===== src/hw/cstsel_pkg.sv =====
// cstsel_pkg: constants and carriers for the capture sync/trigger select
// assumes a 16-bit register map reached over classic wishbone, 32-bit data
package cstsel_pkg;
    // register byte offsets
    localparam logic [3:0] OFS_CONTROL_TWO = 4'h0;
    localparam logic [3:0] OFS_REMAP_5_6   = 4'h4;
    localparam logic [3:0] OFS_TIMER       = 4'h8;
    // control two fields
    localparam int SEL_LSB     = 0;
    localparam int TRIGMODE_BIT = 5;
    localparam int TRIGSTAT_BIT = 6;
    localparam int CASCADE_BIT = 8;
    // remap fields
    localparam int MAP5_LSB = 0;
    localparam int MAP6_LSB = 8;
    // reset values
    localparam logic [15:0] CONTROL_TWO_RST = 16'h0000;
    localparam logic [15:0] REMAP_RST       = 16'h0000;
    localparam logic [15:0] TIMER_RST       = 16'h0000;
    // selection codes
    localparam logic [4:0] SEL_OC_FIRST   = 5'h01;
    localparam logic [4:0] SEL_OC_LAST    = 5'h08;
    localparam logic [4:0] SEL_SEQ        = 5'h0a;
    localparam logic [4:0] SEL_GPT_FIRST  = 5'h0b;
    localparam logic [4:0] SEL_GPT_LAST   = 5'h0f;
    localparam logic [4:0] SEL_IC_FIRST   = 5'h10;
    localparam logic [4:0] SEL_IC_LAST    = 5'h17;
    localparam logic [4:0] SEL_CMP_FIRST  = 5'h18;
    localparam logic [4:0] SEL_CMP_LAST   = 5'h1a;
    localparam logic [4:0] SEL_ADC        = 5'h1b;
    localparam logic [4:0] SEL_CTU        = 5'h1c;
    // pin map codes
    localparam logic [6:0] MAP_GROUND = 7'h00;
    localparam logic [6:0] MAP_COMPARATOR1_OUT   = 7'h01;
    localparam logic [6:0] MAP_LAST   = 7'h7c;

    // on-chip event sources, one-cycle pulses
    typedef struct packed {
        logic [7:0] oc;
        logic [4:0] gpt;
        logic [7:0] ic_irq;
        logic [2:0] cmp;
        logic       adc_irq;
        logic       ctu_trig;
        logic [3:0] seq_out;
    } cstsel_src_t;

    // wishbone request
    typedef struct packed {
        logic        cyc;
        logic        stb;
        logic        we;
        logic [3:0]  sel;
        logic [3:0]  adr;
        logic [31:0] dat;
    } cstsel_wb_req_t;
endpackage


===== src/hw/cstsel_top.sv =====
// cstsel_top: sync/trigger source select, trigger status, capture timer,
// pin remap for capture channels 5 and 6, cascade gate
// assumes event pulses are on clk_i; pins are asynchronous
//
// Summary of operation
// - a five-bit source select field sits in bits 4-0 of control two.
// - codes 11111, 11110, 11101, 01001 and 00000 attach no source.
// - code 11100 selects the charge-time unit trigger.
// - code 11011 selects the converter interrupt.
// - codes 11000-11010 select comparators 1-3.
// - codes 10000-10111 select capture channel 1-8 interrupts in order.
// - codes 01011-01111 select general timers 1-5 in order.
// - codes 00001-01000 select output compare channels 1-8 in order.
// - each channel has one sequencer input, outputs 8-11 to pairs 1/5-4/8.
// - cascade is active only when both channels of the pair enable it.
// - the selected event sets trigger status; software reads/sets/clears.
// - remap holds 7-bit maps, bits 14-8 channel 6 and bits 6-0 channel 5.
//
// Design decisions made here: the Wishbone slave port and the register offsets.
`timescale 1ns/100ps
module cstsel_top
    import cstsel_pkg::*;
#(
    parameter int CHANNEL = 1
) (
    // clock and reset
    input  wire logic        clk_i,
    input  wire logic        rst_i,
    // wishbone slave
    input  wire logic        cyc_i,
    input  wire logic        stb_i,
    input  wire logic        we_i,
    input  wire logic [3:0]  sel_i,
    input  wire logic [3:0]  adr_i,
    input  wire logic [31:0] dat_i,
    output logic      [31:0] dat_o,
    output logic             ack_o,
    // event sources
    input  wire cstsel_src_t src_i,
    // pair partner cascade bit
    input  wire logic        partner_cascade_i,
    // remappable pins 2..124
    input  wire logic [124:0] pins_i,
    // results
    output logic             sync_event_o,
    output logic             trig_status_o,
    output logic             cascade_active_o,
    output logic             cascade_enable_o,
    output logic      [15:0] capture_timer_o,
    output logic             capture5_input_o,
    output logic             capture6_input_o
);

    logic [15:0]  ctrl;
    logic [15:0]  remap;
    logic [15:0]  timer;
    logic         ack;
    logic [124:0] pin_s1;
    logic [124:0] pin_s2;
    logic         in5;
    logic         in6;

    // source decode for one selection code
    function automatic logic pick(input logic [4:0] code,
                                  input cstsel_src_t s);
        logic hit;
        hit = 1'b0;
        if (code >= SEL_OC_FIRST && code <= SEL_OC_LAST) begin
            hit = s.oc[3'(code - SEL_OC_FIRST)];
        end else if (code == SEL_SEQ) begin
            hit = s.seq_out[2'((CHANNEL - 1) % 4)];
        end else if (code >= SEL_GPT_FIRST && code <= SEL_GPT_LAST) begin
            hit = s.gpt[3'(code - SEL_GPT_FIRST)];
        end else if (code >= SEL_IC_FIRST && code <= SEL_IC_LAST) begin
            hit = s.ic_irq[3'(code - SEL_IC_FIRST)];
        end else if (code >= SEL_CMP_FIRST && code <= SEL_CMP_LAST) begin
            hit = s.cmp[2'(code - SEL_CMP_FIRST)];
        end else if (code == SEL_ADC) begin
            hit = s.adc_irq;
        end else if (code == SEL_CTU) begin
            hit = s.ctu_trig;
        end
        return hit;
    endfunction

    // pin map decode, ground, comparator 1 or a pin
    function automatic logic map_pin(input logic [6:0] code,
                                     input logic comparator1_out,
                                     input logic [124:0] p);
        logic v;
        v = 1'b0;
        if (code == MAP_COMPARATOR1_OUT) begin
            v = comparator1_out;
        end else if (code != MAP_GROUND && code <= MAP_LAST) begin
            v = p[code];
        end
        return v;
    endfunction

    // bus decode
    wire        bus_go    = cyc_i && stb_i && !ack;
    wire        wr_go     = cyc_i && stb_i && ack && we_i &&
                            sel_i[0] && sel_i[1];
    wire        wr_ctrl   = wr_go && adr_i == OFS_CONTROL_TWO;
    wire        wr_remap  = wr_go && adr_i == OFS_REMAP_5_6;
    wire [4:0]  sel_code  = ctrl[SEL_LSB +: 5];
    wire        trig_mode = ctrl[TRIGMODE_BIT];
    // unsynchronized codes fall through to no hit
    wire        src_hit   = pick(sel_code, src_i);
    wire        casc_on   = ctrl[CASCADE_BIT] && partner_cascade_i;
    wire [15:0] remap_w   = {1'b0, dat_i[MAP6_LSB +: 7],
                             1'b0, dat_i[MAP5_LSB +: 7]};
    wire [15:0] ctrl_rd   = ctrl;
    wire [15:0] rd_mux    = adr_i == OFS_CONTROL_TWO ? ctrl_rd :
                            adr_i == OFS_REMAP_5_6   ? remap :
                            adr_i == OFS_TIMER       ? timer : 16'h0000;

    wire        stat_wr   = wr_ctrl ? dat_i[TRIGSTAT_BIT]
                                    : ctrl[TRIGSTAT_BIT];
    wire        next_stat = src_hit | stat_wr;
    wire [15:0] next_ctrl = wr_ctrl ? {dat_i[15:7], next_stat, dat_i[5:0]}
                                    : {ctrl[15:7], next_stat, ctrl[5:0]};

    always_ff @(posedge clk_i) begin
        if (rst_i) begin
            ctrl <= CONTROL_TWO_RST;
        end else begin
            ctrl <= next_ctrl;
        end
    end

    always_ff @(posedge clk_i) begin
        if (rst_i) begin
            remap <= REMAP_RST;
        end else if (wr_remap) begin
            remap <= remap_w;
        end
    end

    wire [15:0] next_timer = (src_hit && !trig_mode) ? TIMER_RST
                                                     : timer + 16'h0001;
    always_ff @(posedge clk_i) begin
        if (rst_i) begin
            timer <= TIMER_RST;
        end else begin
            timer <= next_timer;
        end
    end

    always_ff @(posedge clk_i) begin
        if (rst_i) begin
            ack   <= 1'b0;
            dat_o <= 32'h0000_0000;
        end else begin
            ack   <= bus_go;
            dat_o <= {16'h0000, rd_mux};
        end
    end

    // pins pass two flip-flops
    always_ff @(posedge clk_i) begin
        if (rst_i) begin
            pin_s1 <= '0;
            pin_s2 <= '0;
        end else begin
            pin_s1 <= pins_i;
            pin_s2 <= pin_s1;
        end
    end

    // channel 5 and 6 input select
    assign in5 = map_pin(remap[MAP5_LSB +: 7], src_i.cmp[0], pin_s2);
    assign in6 = map_pin(remap[MAP6_LSB +: 7], src_i.cmp[0], pin_s2);

    assign ack_o            = ack;
    assign sync_event_o     = src_hit;
    assign trig_status_o    = ctrl[TRIGSTAT_BIT];
    assign cascade_active_o = casc_on;
    assign cascade_enable_o = ctrl[CASCADE_BIT];
    assign capture_timer_o  = timer;
    assign capture5_input_o = in5;
    assign capture6_input_o = in6;

    a_status_set: assert property (
        @(posedge clk_i) disable iff (rst_i)
        src_hit |=> trig_status_o)
        else $error("trigger status not set by event");
    a_timer_clear: assert property (
        @(posedge clk_i) disable iff (rst_i)
        src_hit && !trig_mode |=> timer == 16'h0000)
        else $error("timer not cleared on sync");
    a_quiet_codes: assert property (
        @(posedge clk_i) disable iff (rst_i)
        (sel_code == 5'h00 || sel_code == 5'h09 || sel_code >= 5'h1d)
        |-> !src_hit)
        else $error("unsynchronized code produced event");
    a_ctu_route: assert property (
        @(posedge clk_i) disable iff (rst_i)
        sel_code == 5'h1c |-> src_hit == src_i.ctu_trig)
        else $error("charge unit routing wrong");
    a_adc_route: assert property (
        @(posedge clk_i) disable iff (rst_i)
        sel_code == 5'h1b |-> src_hit == src_i.adc_irq)
        else $error("converter routing wrong");
    a_cmp_route: assert property (
        @(posedge clk_i) disable iff (rst_i)
        sel_code == 5'h19 |-> src_hit == src_i.cmp[1])
        else $error("comparator routing wrong");
    a_comparator1_out_route: assert property (
        @(posedge clk_i) disable iff (rst_i)
        sel_code == 5'h18 |-> src_hit == src_i.cmp[0])
        else $error("comparator 1 routing wrong");
    a_cmp3_route: assert property (
        @(posedge clk_i) disable iff (rst_i)
        sel_code == 5'h1a |-> src_hit == src_i.cmp[2])
        else $error("comparator 3 routing wrong");
    a_ic_route: assert property (
        @(posedge clk_i) disable iff (rst_i)
        sel_code == 5'h17 |-> src_hit == src_i.ic_irq[7])
        else $error("capture interrupt routing wrong");
    a_ic1_route: assert property (
        @(posedge clk_i) disable iff (rst_i)
        sel_code == 5'h10 |-> src_hit == src_i.ic_irq[0])
        else $error("capture interrupt 1 routing wrong");
    a_gpt_route: assert property (
        @(posedge clk_i) disable iff (rst_i)
        sel_code == 5'h0b |-> src_hit == src_i.gpt[0])
        else $error("general timer routing wrong");
    a_gpt5_route: assert property (
        @(posedge clk_i) disable iff (rst_i)
        sel_code == 5'h0f |-> src_hit == src_i.gpt[4])
        else $error("general timer 5 routing wrong");
    a_oc_route: assert property (
        @(posedge clk_i) disable iff (rst_i)
        sel_code == 5'h08 |-> src_hit == src_i.oc[7])
        else $error("compare routing wrong");
    a_oc1_route: assert property (
        @(posedge clk_i) disable iff (rst_i)
        sel_code == 5'h01 |-> src_hit == src_i.oc[0])
        else $error("compare 1 routing wrong");
    a_seq_route: assert property (
        @(posedge clk_i) disable iff (rst_i)
        sel_code == 5'h0a |-> src_hit == src_i.seq_out[(CHANNEL - 1) % 4])
        else $error("sequencer routing wrong");
    a_cascade_gate: assert property (
        @(posedge clk_i) disable iff (rst_i)
        cascade_active_o |-> ctrl[CASCADE_BIT] && partner_cascade_i)
        else $error("cascade active without both halves");
    a_field_write: assert property (
        @(posedge clk_i) disable iff (rst_i)
        wr_ctrl |=> sel_code == $past(dat_i[4:0]))
        else $error("select field not written");
    a_ack_pulse: assert property (
        @(posedge clk_i) disable iff (rst_i)
        ack_o |=> !ack_o)
        else $error("ack longer than one cycle");
    a_status_sw: assert property (
        @(posedge clk_i) disable iff (rst_i)
        wr_ctrl && dat_i[TRIGSTAT_BIT] |=> trig_status_o)
        else $error("trigger status not set by software");
    a_status_hold: assert property (
        @(posedge clk_i) disable iff (rst_i)
        trig_status_o && !src_hit && !wr_ctrl |=> trig_status_o)
        else $error("trigger status lost");
    a_timer_count: assert property (
        @(posedge clk_i) disable iff (rst_i)
        !rst_i && !(src_hit && !trig_mode)
        |=> timer == $past(timer) + 16'h0001)
        else $error("timer did not count");
    a_map_ground: assert property (
        @(posedge clk_i) disable iff (rst_i)
        remap[6:0] == 7'h00 |-> !capture5_input_o)
        else $error("grounded input not low");
    a_map_comparator1_out: assert property (
        @(posedge clk_i) disable iff (rst_i)
        remap[MAP5_LSB +: 7] == 7'h01 |-> capture5_input_o == src_i.cmp[0])
        else $error("comparator 1 map wrong");
    a_map_pin: assert property (
        @(posedge clk_i) disable iff (rst_i)
        remap[MAP6_LSB +: 7] == 7'h7c |-> capture6_input_o == pin_s2[124])
        else $error("pin 124 map wrong");

    c_sync_event: cover property (@(posedge clk_i) disable iff (rst_i)
        src_hit && !trig_mode);
    c_trig_event: cover property (@(posedge clk_i) disable iff (rst_i)
        src_hit && trig_mode);
    c_cascade: cover property (@(posedge clk_i) disable iff (rst_i)
        cascade_active_o);
    c_remap_write: cover property (@(posedge clk_i) disable iff (rst_i)
        wr_remap);
endmodule


===== config.mk =====
export PLATFORM = sky130hd
export DESIGN_NAME = cstsel_top
export DESIGN_NICKNAME = d
export VERILOG_FILES = /design/src/hw/cstsel_pkg.sv /design/src/hw/cstsel_top.sv
export SDC_FILE = /design/constraint.sdc
export NUM_CORES = 1
export LEC_CHECK = 0
export BUFFER_PORTS_ARGS = -buffer_cell sky130_fd_sc_hd__buf_4
export CORE_UTILIZATION = 57
export CTS_BUF_LIST = sky130_fd_sc_hd__clkbuf_8
export DETAILED_ROUTE_END_ITERATION = 16
export PLACE_DENSITY = 0.86
export REMOVE_ABC_BUFFERS = 1
export SYNTH_ARGS = -nofsm -noshare
export SYNTH_HDL_FRONTEND = slang
export SYNTH_SLANG_ARGS = --single-unit

===== constraint.sdc =====
create_clock -name clk_i -period 3.29 [get_ports clk_i]
set_input_delay 0.329 -clock clk_i [delete_from_list [all_inputs] [get_ports clk_i]]
set_output_delay 0.329 -clock clk_i [all_outputs]
set_load 0.02 [all_outputs]

After elaboration in Yosys (flattened, before gate mapping)
Index checks and enable logic that the tools add are counted.
{ "totals": {"register_bits": 329, "latchBits": 0, "mem_bits_rw": 0, "mem_bits_ro": 0, "inputBits": 201, "wordCells": 87, "memories": 0} }
{ "classes": {"addsub": 5, "mul": 0, "n_div": 0, "order_cmp": 16, "eq_ne": 7, "n_shift": 0, "muxes": 27, "bitwise_logic": 1, "n_reduce_logical": 22} }
{ "ops": {"columns": ["operator", "count"], "rows": [
  ["two-way mux 16 bit", 3],
  ["two-way mux 1 bit", 18],
  ["adder 16 x 1 -> 16 bit (second input constant)", 1],
  ["logical AND 1 bit", 16],
  ["less-than comparator 7 x 8 -> 1 bit (second input constant)", 2],
  ["binary-select mux 1 bit (select 7 bit)", 2],
  ["== test 7 x 1 -> 1 bit (second input constant)", 2],
  ["<= comparator 7 bit (second input constant)", 2],
  ["nonzero test 7 bit", 2],
  ["less-than comparator 3 x 4 -> 1 bit (second input constant)", 3],
  ["== test 5 bit (second input constant)", 2],
  ["greater-or-equal comparator 5 bit (second input constant)", 2],
  ["<= comparator 5 x 4 -> 1 bit (second input constant)", 2],
  ["<= comparator 5 bit (second input constant)", 2],
  ["binary-select mux 1 bit (select 3 bit)", 3],
  ["subtractor 3 x 1 -> 3 bit (second input constant)", 2],
  ["== test 5 x 4 -> 1 bit (second input constant)", 1],
  ["greater-or-equal comparator 5 x 1 -> 1 bit (second input constant)", 1],
  ["greater-or-equal comparator 5 x 4 -> 1 bit (second input constant)", 1],
  ["== test 4 x 3 -> 1 bit (second input constant)", 1],
  ["== test 4 bit (second input constant)", 1],
  ["logical NOT 4 bit", 1],
  ["less-than comparator 2 x 3 -> 1 bit (second input constant)", 1],
  ["subtractor 3 x 2 -> 3 bit (second input constant)", 1],
  ["5 further kinds", 6]
]} }

Longest topological paths before layout
Gate-level depths: netlist of run 1.
{ "depth": {"depth_word": 10, "depth_mapped": 9} }

Worst setup path after synthesis of run 1
No wires, ideal clock.
{ "synth_timing": {"kind": "register -> register", "from": "reg ctrl[0]", "to": "reg timer[6], in the netlist capture_timer_o[6]", "setup_time_ps": 127, "arrival_time_ps": 2438, "setup_slack_ps": 725, "stages_incl_launch_ff": 10, "n_path_buf": 2, "path_cell_list": "dfxtp_1 -> buf_4 -> inv_1 -> ha_1 -> mux2i_1 -> mux2_2 -> o311a_1 -> a311oi_4 -> buf_2 -> nor3_1"} }
{ "synth_between": {"elab_chain_len": 10, "word_cells_on_any_way": 36} }
{ "synth_rtl": {"columns": ["item", "line", "source"], "rows": [
  ["start: declaration", "cstsel_top.sv:54", "logic [15:0] ctrl;"],
  ["start signal: assignment", "cstsel_top.sv:128", "ctrl <= next_ctrl;"],
  ["parallel branches: the longest is 7 deep, another holds subtractor 3 x 1 -> 3 bit", null, null],
  ["two-way mux 1 bit (*)", "cstsel_top.sv:68", "if (code >= SEL_OC_FIRST && code <= SEL_OC_LAST) begin"],
  ["logical AND 1 bit (*)", "cstsel_top.sv:140", "wire [15:0] next_timer = (src_hit && !trig_mode) ? TIMER_RST"],
  ["OR reduction 2 bit (no line) (*)", null, null],
  ["end signal: assignment", "cstsel_top.sv:146", "timer <= next_timer;"],
  ["end: declaration", "cstsel_top.sv:56", "logic [15:0] timer;"]
]} }
Mark *: on every way between the ends. The select of a mux whose other input is x is not followed.
A chain may end at the register's enable or synchronous reset.

Worst setup path in the final report of run 1
{ "layout_timing": {"from": "reg remap[9]", "to": "out capture6_input_o"} }
{ "layout_between": {"elab_chain_len": 4, "word_cells_on_any_way": 8} }
{ "layout_rtl": {"columns": ["item", "line", "source"], "rows": [
  ["start: declaration", "cstsel_top.sv:55", "logic [15:0] remap;"],
  ["start signal: assignment", "cstsel_top.sv:136", "remap <= remap_w;"],
  ["binary-select mux 1 bit (select 7 bit) (tied with other cells)", "cstsel_top.sv:95", "v = p[code];"],
  ["two-way mux 1 bit (implied by the code) or logical AND 1 bit (tied branches)", "cstsel_top.sv:95, cstsel_top.sv:94", null],
  ["two-way mux 1 bit", "cstsel_top.sv:94", "end else if (code != MAP_GROUND && code <= MAP_LAST) begin"],
  ["two-way mux 1 bit (*)", "cstsel_top.sv:92", "if (code == MAP_COMPARATOR1_OUT) begin"],
  ["end: declaration", "cstsel_top.sv:51", "output logic capture6_input_o"]
]} }
Mark *: on every way between the ends. The rest lies on a longest branch, timed or not. The select of a mux whose other input is x is not followed.

==> summary.txt, run 1 <==
Outcome
  – Outcome: complete, no violations

Critical path
  – Slowest stage cell on the critical path: dfxtp_2
  – Worst EP arrival: 2.85 ns
  – Peak fanout along the critical path: 16
  – Required @ worst endpoint: 2.96 ns
  – Crit path top cell by count: buf_4
  – CP Cell Sequence: buf_4, mux4_2, mux2i_1, a221oi_1, o311ai_1, a32oi_1, buf_4
  – Crit path max-delay family: multiplexers
  – Worst setup SP type: register
  – CP Capture Type: output port
  – CP bufs+invs: 2
  – WP depth: 7
  – Slowest stage delay, CP: 0.65 ns
  – Crit path kind: reg -> out
  – Worst Reg-to-Reg Cells: 7

Yosys
  – Primary FF master, synth: dfxtp_1
  – Cells after Synth: 1107
  – Yosys warns: 0
  – Sequential fraction of the synthesis area: 51.0%
  – Cell area after synthesis: 12300 sq um
  – Avg Inst Size Synth: 11.1 sq um
  – Synthesized flop and latch total: 313
  – Ys async rst share: 0%
  – Post-synth EDFFs: 0
  – Number of library cell types mapped by synthesis: 66

Pwr
  – Flop pwr share: 51.2%
  – Design Power: 7.81 mW
  – Clk pwr share: 41.3%
  – Combinational power share: 7.5%
  – Net Sw Frac: 22.6%
  – Int Pwr: 6.05 mW
  – Power Density: 487 nW/um^2
  – Lkg Pwr: 6.46 nW
  – Maximum vdd ir drop: 368 uV
  – Switching pwr: 1.77 mW

STA
  – Worst-margin pin slew: 0.801 ns
  – Final setup vio count: 0
  – Max frequency: 0.314 GHz
  – Post-Route Setup TNS: 0 ns
  – Min cycle time layout: 3.18 ns
  – Slew Limit Headroom: 46.6%
  – Pins Over Slew Limit: 0
  – RSZ-0062 raised after global routing: false
  – Fin. Hold Viols: 0
  – Max Clock Skew: 0.0195 ns
  – Final worst-path cycle share: 96.7%
  – Setup ws final: 0.110 ns

Finish
  – Fill count: 1327
  – Layout cell share with drive strength beyond 1: 26.7%
  – Post-layout net count: 1629
  – FF+latch area: 6280 sq um
  – Synth-to-layout area growth: 30.6%
  – Area occupied by multi-input gates: 5540 sq um
  – Final Instance Area: 16000 sq um
  – # diodes: 0

Clock tree
  – Clk_lat worst skew: 0.56 ns
  – Root buf cell: clkbuf_8
  – Setup bufs post-CTS: 0
  – H-tree depth: 2
  – CTS buffer count: 48
  – Worst-path clk slew: 0.07 ns
  – Max clock buf depth: 3
  – CTS tree: yes
  – Num Clock Sinks: 313

Routing
  – Pre-antenna DRT Iters: 5
  – DR iter-0 viols: 618
  – DR DRC count: 0
  – Wire per inst: 18.2 microns
  – Vias/cell: 5.43
  – Vias: 9381
  – Drt total wl: 31400 microns
  – Final antenna-violating net count: 0

Hold path
  – Hold path depth: 2
  – Min-delay worst type: in -> reg

Floorplan
  – Die span in x: 149 microns
  – Ports: 256
  – Die H: 149 microns
  – Die ar.: 22100 sq um
  – Initial core utilization: 58.2%
  – Core box area: 21100 sq um
  – Site row count: 53

Placement
  – IO Port Bufs: 218
  – Dpl ws: 0.590 ns
  – GP Congestion: 0.903
  – Placed Area: 14000 sq um
  – HPWL after DPL: 18900 microns

GRT
  – Antenna violations before repair: 0
  – GRT overflow: 0
  – Overall Global Routing Usage: 28.4%
  – Vias in the first global route: 9636
  – Largest net degree at the start of global routing: 110
  – First-pass GRT wire length: 48900 microns

Job
  – # Max-Cap Violations: 0
routing by layer:
layer	global-route usage [%]	share of wire (%)	vias up
met5	0	0	-
met4	10.6	2.8	0
met3	4.46	6.0	68
met2	51.6	52	388
met1	33.5	39	4524
li1	-	-	4401
cell usage in the layout, fill, tap and decap left out, drive strengths merged, types with 5 or more instances in the layout:
cell / count
ha: 6
dlygate4sd3: 102
nor2: 58
nand2: 19
nor3b: 6
clkinv: 8
a21oi: 8
conb: 16
xnor2: 5
o22ai: 6
nor2b: 263
buf: 243
a2111oi: 7
mux4: 49
a22oi: 16
nor4: 5
nand2b: 23
and2: 6
nand3: 6
xor2: 10
o21ai: 5
clkbuf: 62
nor3: 38
nand4: 8
mux2i: 62
dfxtp: 313
inv: 23
mux2: 18
power by group through the flow:
stage / combinational (mW) / sequential (mW) / clock, mW
detailed placement: 0.471 / 4.08 / 0
global placement: 0.461 / 4.07 / 0
global route: 0.629 / 4.01 / 3.45
floorplan: 0.192 / 4.06 / 0
CTS: 0.571 / 4.00 / 3.25
finish: 0.586 / 4.00 / 3.23
metrics by stage:
stage / utilization [%] / hold slack, ns / cells
3_5_place_dp: 66.6 / 0.420 / 1545
3_3_place_gp: 66.6 / 0.420 / 1545
6_report: 76.1 / 0.0194 / 1729
2_1_floorplan: - / 0.398 / 1026
5_1_grt: 76.1 / 0.0182 / 1729
4_1_cts: 76.0 / 0.00116 / 1729
state kept, by name (all words and copies together) (netlist names):
name / cells
ack_o: 1
capture_timer_o: 16
ctrl: 16
dat_o: 16
pin_s1: 125
pin_s2: 125
remap: 14
cells in the mapped netlist (all sizes together) (10+ instances only):
cell	number	area, sq um
nor3	38	195
nand2	19	71.3
a22oi	16	120
nor2b	263	1650
buf	47	304
clkbuf	49	184
inv	12	45.0
mux2i	62	621
mux4	49	1150
nand2b	23	144
xor2	10	87.6
dfxtp	313	6270
nor2	58	220
mux2	18	203
final timing paths:
kind,start,endpoint,slack (ns)
min reg2reg,pin_s1[32],pin_s2[32],0.43
max reg2reg,ctrl[0],capture_timer_o[11],0.56
max,remap[9],capture6_input_o,0.11
min,pins_i[44],pin_s1[44],0.02
kinds of logic (layout without fill, tap and decap cells):
kind of cell    after synthesis  count (layout)  synth area share [%]
compound gates               79              79                  5.10
fa+ha+maj                     6               6                 0.611
xor+xnor                     15              15                  1.07
flops                       313             313                  51.0
buf+inv                     108             440                  4.34
simple gates                456             456                  21.7
mux                         129             129                  16.1
other cells                   1              16                0.0305
layout make-up:
type	count	area share, %
multi-input cells	701	34.5
clock inverters	21	0.819
clock buffers	61	5.23
inverters	12	0.281
well taps	275	2.15
flip-flops and latches	313	39.2
repair buffers	346	17.8
repair_timing:
action | CTS | global route
hold endpoints to repair | 102 | 0
resized for setup | 2 | 4
endpoints found under the setup margin | 1 | 2
hold buffers | 102 | 0
Power figures use the tool's default switching activity.
==> run 2, diff against run 1 <==
SETUP_SLACK_MARGIN = 0.15   (was unset)
==> run 2 against run 1 <==
Compared with the run above:
- hold slack improved by 0.00085 ns
- via count increased by 0.23%
- non-clock buffer count increased by 11
- critical endpoint unchanged
- clock-buffer cell count unchanged
- clock power about the same
- clock skew decreased by 0.00076 ns
- setup slack improved by 0.043 ns
- routed wire length increased by 0.87%
==> summary.txt, run 2 (same netlist as run 1, synthesis figures left out) <==
Placement
  – Placed Area: 14000 sq um (unchanged)
  – GP Congestion: 0.903 (unchanged)
  – HPWL after DPL: 18900 microns (unchanged)
  – IO Port Bufs: 218 (unchanged)

Finish
  – Post-layout util: 76.6% (+0.55 points)
  – Most common cell after layout, fill and taps aside: dfxtp_1
  – # diodes: 0 (unchanged)
  – Top Registers: pin_s1 x125, pin_s2 x125
  – Post-layout net count: 1640 (+0.68%)
  – Layout cell share with drive strength beyond 1: 27.5% (+0.82 points)
  – Final Instance Area: 16200 sq um (+0.73%)
  – Most frequent cells in the layout: dfxtp_1 (306), nor2b_1 (263), buf_4 (252)
  – Synth-to-layout area growth: 31.6%

Floorplan
  – Die H: 149 microns (unchanged)
  – Die ar.: 22100 sq um (unchanged)
  – Ports: 256 (unchanged)
  – Core box area: 21100 sq um (unchanged)
  – Die span in x: 149 microns (unchanged)
  – Initial core utilization: 58.2% (unchanged)
  – Site row count: 53 (unchanged)

Critical path
  – Worst setup SP type: register
  – Crit path kind: reg -> out
  – Required @ worst endpoint: 2.96 ns (about the same)
  – CP Cell Sequence: buf_4, mux4_2, mux2_2, a311o_1, o22ai_1, a32oi_1, buf_4
  – CP Capture Type: output port
  – Peak fanout along the critical path: 8 (-8)
  – Crit path max-delay family: multiplexers
  – Worst EP arrival: 2.81 ns (-0.04 ns)
  – Crit path top cell by count: buf_4
  – Slowest stage cell on the critical path: mux4_2
  – CP bufs+invs: 2 (unchanged)
  – Slowest stage delay, CP: 0.51 ns (-0.14 ns)

Routing
  – Vias: 9403 (+0.23%)
  – Vias/cell: 5.40 (-0.40%)
  – Wire per inst: 18.2 microns (+0.23%)
  – DR iter-0 viols: 571 (-7.6%)
  – Final antenna-violating net count: 0 (unchanged)
  – Pre-antenna DRT Iters: 5 (unchanged)
  – DR DRC count: 0 (unchanged)
  – Drt total wl: 31700 microns (+0.87%)

STA
  – Worst-margin pin slew: 0.820 ns (+0.0196 ns)
  – Slew Limit Headroom: 45.3% (-1.3 points)
  – Pins Over Slew Limit: 0 (unchanged)
  – Final setup vio count: 0 (unchanged)
  – Max Clock Skew: 0.0187 ns (-0.000764 ns)
  – RSZ-0062 raised after global routing: true
  – Max frequency: 0.319 GHz (+1.4%)
  – Fin. Hold Viols: 0 (unchanged)
  – Min cycle time layout: 3.14 ns (-0.0430 ns)
  – Final worst-path cycle share: 95.4% (-1.3 points)

GRT
  – First-pass GRT wire length: 48900 microns (unchanged)
  – Largest net degree at the start of global routing: 110 (unchanged)
  – GRT overflow: 0 (unchanged)
  – Overall Global Routing Usage: 28.4% (unchanged)
  – Antenna violations before repair: 0 (unchanged)
  – Vias in the first global route: 9641 (+0.052%)

Clock tree
  – Root buf cell: clkbuf_8
  – Num Clock Sinks: 313 (unchanged)
  – CTS tree: yes
  – Clk_lat worst skew: 0.56 ns (about the same)
  – H-tree depth: 2 (unchanged)
  – Worst-path clk slew: 0.06 ns (about the same)
  – Max clock buf depth: 3 (unchanged)
  – CTS buffer count: 48 (unchanged)

Outcome
  – Outcome: complete, no violations

Job
  – # Max-Cap Violations: 0 (unchanged)

Pwr
  – Power Density: 484 nW/um^2 (-0.70%)
  – Lkg Pwr: 6.52 nW (+0.94%)
  – Maximum vdd ir drop: 367 uV (-0.16%)

Hold path
  – Min-delay worst type: in -> reg
## run 2: changes by cell type in the layout (fill, tap and decap cells not counted), moves of 2 or more
cell,previous run,this run
buf_4,243,252
buf_6,0,2
ha_1,6,4
ha_2,0,2
## run 2: cell type report
type | count | area, sq um
flip-flops and latches | 313 | 6280
multi-input cells | 701 | 5560
fillers | 1304 | 4930
repair buffers | 357 | 2950
clock buffers | 61 | 840
well taps | 275 | 344
clock inverters | 21 | 131
inverters | 12 | 45.0
## run 2: per-layer routing
layer  global-route usage [%]  wire length [microns]
met1                     33.5                  12500
met2                     51.7                  16400
met3                     4.46                   1870
met4                     10.6                    907
met5                        0                      0
## run 2: timing repair
action	4_1_cts	5_1_grt
hold buffers	102	0
gates resized for setup	6	6
hold endpoints to repair	102	0
buffers inserted	0	11
setup endpoints to repair	2	3
## run 2: through the flow
stage	setup WS [ns]	std cells	setup TNS, ns	hold WS, ns	total power, mW
2_1_floorplan	-0.0107	1026	-0.0107	0.398	4.25
3_3_place_gp	0.612	1545	0	0.420	4.53
3_5_place_dp	0.590	1545	0	0.420	4.55
4_1_cts	0.151	1729	0	0.00116	7.81
5_1_grt	0.120	1740	0	0.0182	8.09
6_report	0.153	1740	0	0.0202	7.82
## run 2: power breakdown
part / internal, mW / switching (mW)
Sequential: 3.94 / 0.0595
Combinational: 0.358 / 0.228
Clock: 1.75 / 1.48
Total: 6.05 / 1.77
## run 2: worst paths after layout
check / from / cells past startpoint / slack (ns) / end
hold reg to reg: pin_s1[32] / 1 / 0.43 / pin_s2[32]
hold / removal: dat_i[7] / 3 / 0.02 / ctrl[7]
setup reg to reg: ctrl[1] / 7 / 0.63 / capture_timer_o[11]
setup / recovery: remap[8] / 7 / 0.15 / capture6_input_o
## run 2: worst min-delay path, cell delays in order
cell	delay, ns
buf_4	0.08
mux2i_1	0.05
nor2_1	0.07
==> run 3, diff against run 2 <==
CORE_UTILIZATION = 51   (was 57)
PLACE_DENSITY = 0.81   (was 0.86)
clock period = 2.5 ns   (was 3.29 ns; I/O delays follow)
==> run 3 against run 2 <==
Compared with the run above:
- the run now ends with setup timing left
- cell area grew 5.8%
- via count grew 0.98%
- combinational power grew 43%
- highest routed layer unchanged
==> summary.txt, run 3 (same netlist as run 1, synthesis figures left out) <==
Placement
  – HPWL after DPL: 19800 microns (+4.4%)
  – IO Port Bufs: 218 (unchanged)
  – Placed Area: 14200 sq um (+1.5%)
  – Dpl ws: -0.0317 ns (-0.622 ns)
  – GP Congestion: 0.862 (-4.5%)

Critical path
  – CP Cell Sequence: buf_6, nor2b_1, a2111oi_0, nor4_1, nor4_2, a32oi_2, buf_4
  – Crit path max-delay family: simple AND/OR/NAND/NOR gates
  – Peak fanout along the critical path: 23 (+15)
  – CP bufs+invs: 2 (unchanged)
  – Reg-to-reg slack, setup: 0.26 ns (-0.37 ns)
  – Reg-to-reg endpoint: capture_timer_o[11]
  – Slowest stage delay, CP: 0.49 ns (-0.02 ns)
  – Worst EP arrival: 2.73 ns (-0.08 ns)
  – CP Capture Type: output port
  – Slowest stage cell on the critical path: dfxtp_2
  – Worst Reg-to-Reg Cells: 10 (+3)
  – Reg-to-reg startpoint: ctrl[0]
  – Required @ worst endpoint: 2.25 ns (-0.71 ns)
  – Crit path kind: reg -> out
  – Worst setup SP type: register

Clock tree
  – Max clock buf depth: 3 (unchanged)
  – Num Clock Sinks: 313 (unchanged)
  – Root buf cell: clkbuf_8
  – CTS buffer count: 47 (-2.1%)
  – Clk_lat worst skew: 0.56 ns (about the same)
  – Worst-path clk slew: 0.06 ns (about the same)
  – CTS tree: yes
  – H-tree depth: 2 (unchanged)

STA
  – RSZ-0062 raised after global routing: true
  – Slew Limit Headroom: 58.3% (+13 points)
  – Max frequency: 0.336 GHz
  – Min cycle time layout: 2.98 ns
  – Pins Over Slew Limit: 0 (unchanged)
  – Max Clock Skew: 0.0153 ns (-0.00345 ns)
  – Final worst-path cycle share: 119%
  – WHS: 0.148 ns (+0.128 ns)
  – Worst-margin pin slew: 0.620 ns (-0.200 ns)
  – Setup ws final: -0.479 ns (-0.632 ns)
  – Fin. Hold Viols: 0 (unchanged)
  – Final setup vio count: 3 (+3)

GRT
  – Vias in the first global route: 9780 (+1.4%)
  – Largest net degree at the start of global routing: 107 (-2.7%)
  – First-pass GRT wire length: 51000 microns (+4.2%)
  – GRT overflow: 0 (unchanged)
  – Overall Global Routing Usage: 26.7% (-1.7 points)
  – Antenna violations before repair: 0 (unchanged)

Pwr
  – Maximum vdd ir drop: 447 uV (+22%)
  – Clk pwr share: 41.4% (about the same)
  – Lkg Pwr: 6.84 nW (+4.8%)
  – Design Power: 10.4 mW (+33%)
  – Switching pwr: 2.28 mW (+29%)
  – Int Pwr: 8.12 mW (+34%)
  – Net Sw Frac: 21.9% (-0.70 points)
  – Flop pwr share: 50.6% (-0.5 points)
  – Power Density: 609 nW/um^2 (+26%)
  – Combinational power share: 8.0% (+0.5 points)

Routing
  – Drt total wl: 32800 microns (+3.4%)
  – Vias: 9495 (+0.98%)
  – DR iter-0 viols: 568 (-0.53%)
  – Wire per inst: 17.8 microns (-2.2%)
  – DR DRC count: 0 (unchanged)
  – Vias/cell: 5.16 (-4.6%)
  – Final antenna-violating net count: 0 (unchanged)
  – Pre-antenna DRT Iters: 5 (unchanged)

Finish
  – Fill count: 1529 (+17%)
  – # diodes: 0 (unchanged)
  – Most frequent cells in the layout: dfxtp_1 (305), nor2b_1 (263), buf_4 (249)
  – Post-layout util: 72.6% (-4.0 points)
  – Area occupied by multi-input gates: 5710 sq um (+2.6%)
  – Layout cell share with drive strength beyond 1: 28.8% (+1.3 points)
  – Top Registers: pin_s1 x125, pin_s2 x125
  – Most common cell after layout, fill and taps aside: dfxtp_1
  – Final Instance Area: 17100 sq um (+5.8%)
  – FF+latch area: 6280 sq um (about the same)
  – Synth-to-layout area growth: 39.2%
  – Post-layout net count: 1694 (+3.3%)

Floorplan
  – Die span in x: 157 microns (+5.6%)
  – Die H: 157 microns (+5.6%)
  – Site row count: 56 (+5.7%)
  – Ports: 256 (unchanged)
  – Core box area: 23500 sq um (+12%)
  – Die ar.: 24700 sq um (+12%)
  – Initial core utilization: 52.2% (-6.1 points)

Outcome
  – Outcome: finished, violations left
  – Failing checks: setup timing

Hold path
  – Hold_sp: adr_i[3]
  – Hold path depth: 3 (unchanged)
  – Hold Path End: dat_o[15]
  – Min-delay worst type: in -> reg

Job
  – # Max-Cap Violations: 0 (unchanged)
run 3: worst max path at each step:
| stage | startpoint | to | cells after the start |
|---|---|---|---|
| global route | remap[1] | capture5_input_o | 7 |
| global placement | remap[0] | capture5_input_o | 6 |
| detailed placement | remap[0] | capture5_input_o | 7 |
| floorplan | remap[1] | capture5_input_o | 5 |
| finish | remap[1] | capture5_input_o | 7 |
| CTS | remap[0] | capture5_input_o | 7 |
run 3: routing by layer:
| layer | wire (microns) | global-route usage (%) | vias to the layer above |
|---|---|---|---|
| met5 | 0 | 0 | - |
| met4 | 681 | 8.74 | 0 |
| met2 | 16900 | 48.3 | 356 |
| met3 | 1920 | 4.90 | 61 |
| met1 | 13300 | 31.7 | 4551 |
| li1 | - | - | 4527 |
run 3: per-stage QoR:
| stage | TNS [ns] | instances |
|---|---|---|
| final | -0.961 | 1841 |
| after global routing | -1.16 | 1841 |
| after CTS | -0.963 | 1840 |
| after detailed placement | -0.0499 | 1599 |
| after global placement | -0.0244 | 1599 |
| after floorplan | -3.45 | 1026 |
run 3: power groups by stage:
stage	combinational (mW)	sequential [mW]	clock (mW)
finish	0.837	5.26	4.31
global route	0.900	5.27	4.62
CTS	0.813	5.26	4.38
detailed placement	0.627	5.37	0
global placement	0.618	5.36	0
floorplan	0.252	5.35	0
run 3: worst min-delay path, cell delays in order:
cell	delay [ns]
buf_4	0.18
mux2i_1	0.16
nor3b_1	0.06
run 3: repair_timing:
| action | CTS | global route |
|---|---|---|
| hold buffers | 143 | 0 |
| gates resized for setup | 41 | 17 |
| pin swaps | 13 | 4 |
| endpoints found under the setup margin | 19 | 19 |
| gates cloned | 2 | 0 |
| endpoints found under the hold margin | 155 | 0 |
| setup buffers | 12 | 1 |
run 3: final cells by class:
| type | count | area share [%] |
|---|---|---|
| repair buffers | 412 | 21.3 |
| multi-input cells | 701 | 33.4 |
| flip-flops and latches | 313 | 36.8 |
| clock buffers | 65 | 5.23 |
| well taps | 319 | 2.34 |
| inverters | 12 | 0.264 |
| clock inverters | 19 | 0.688 |
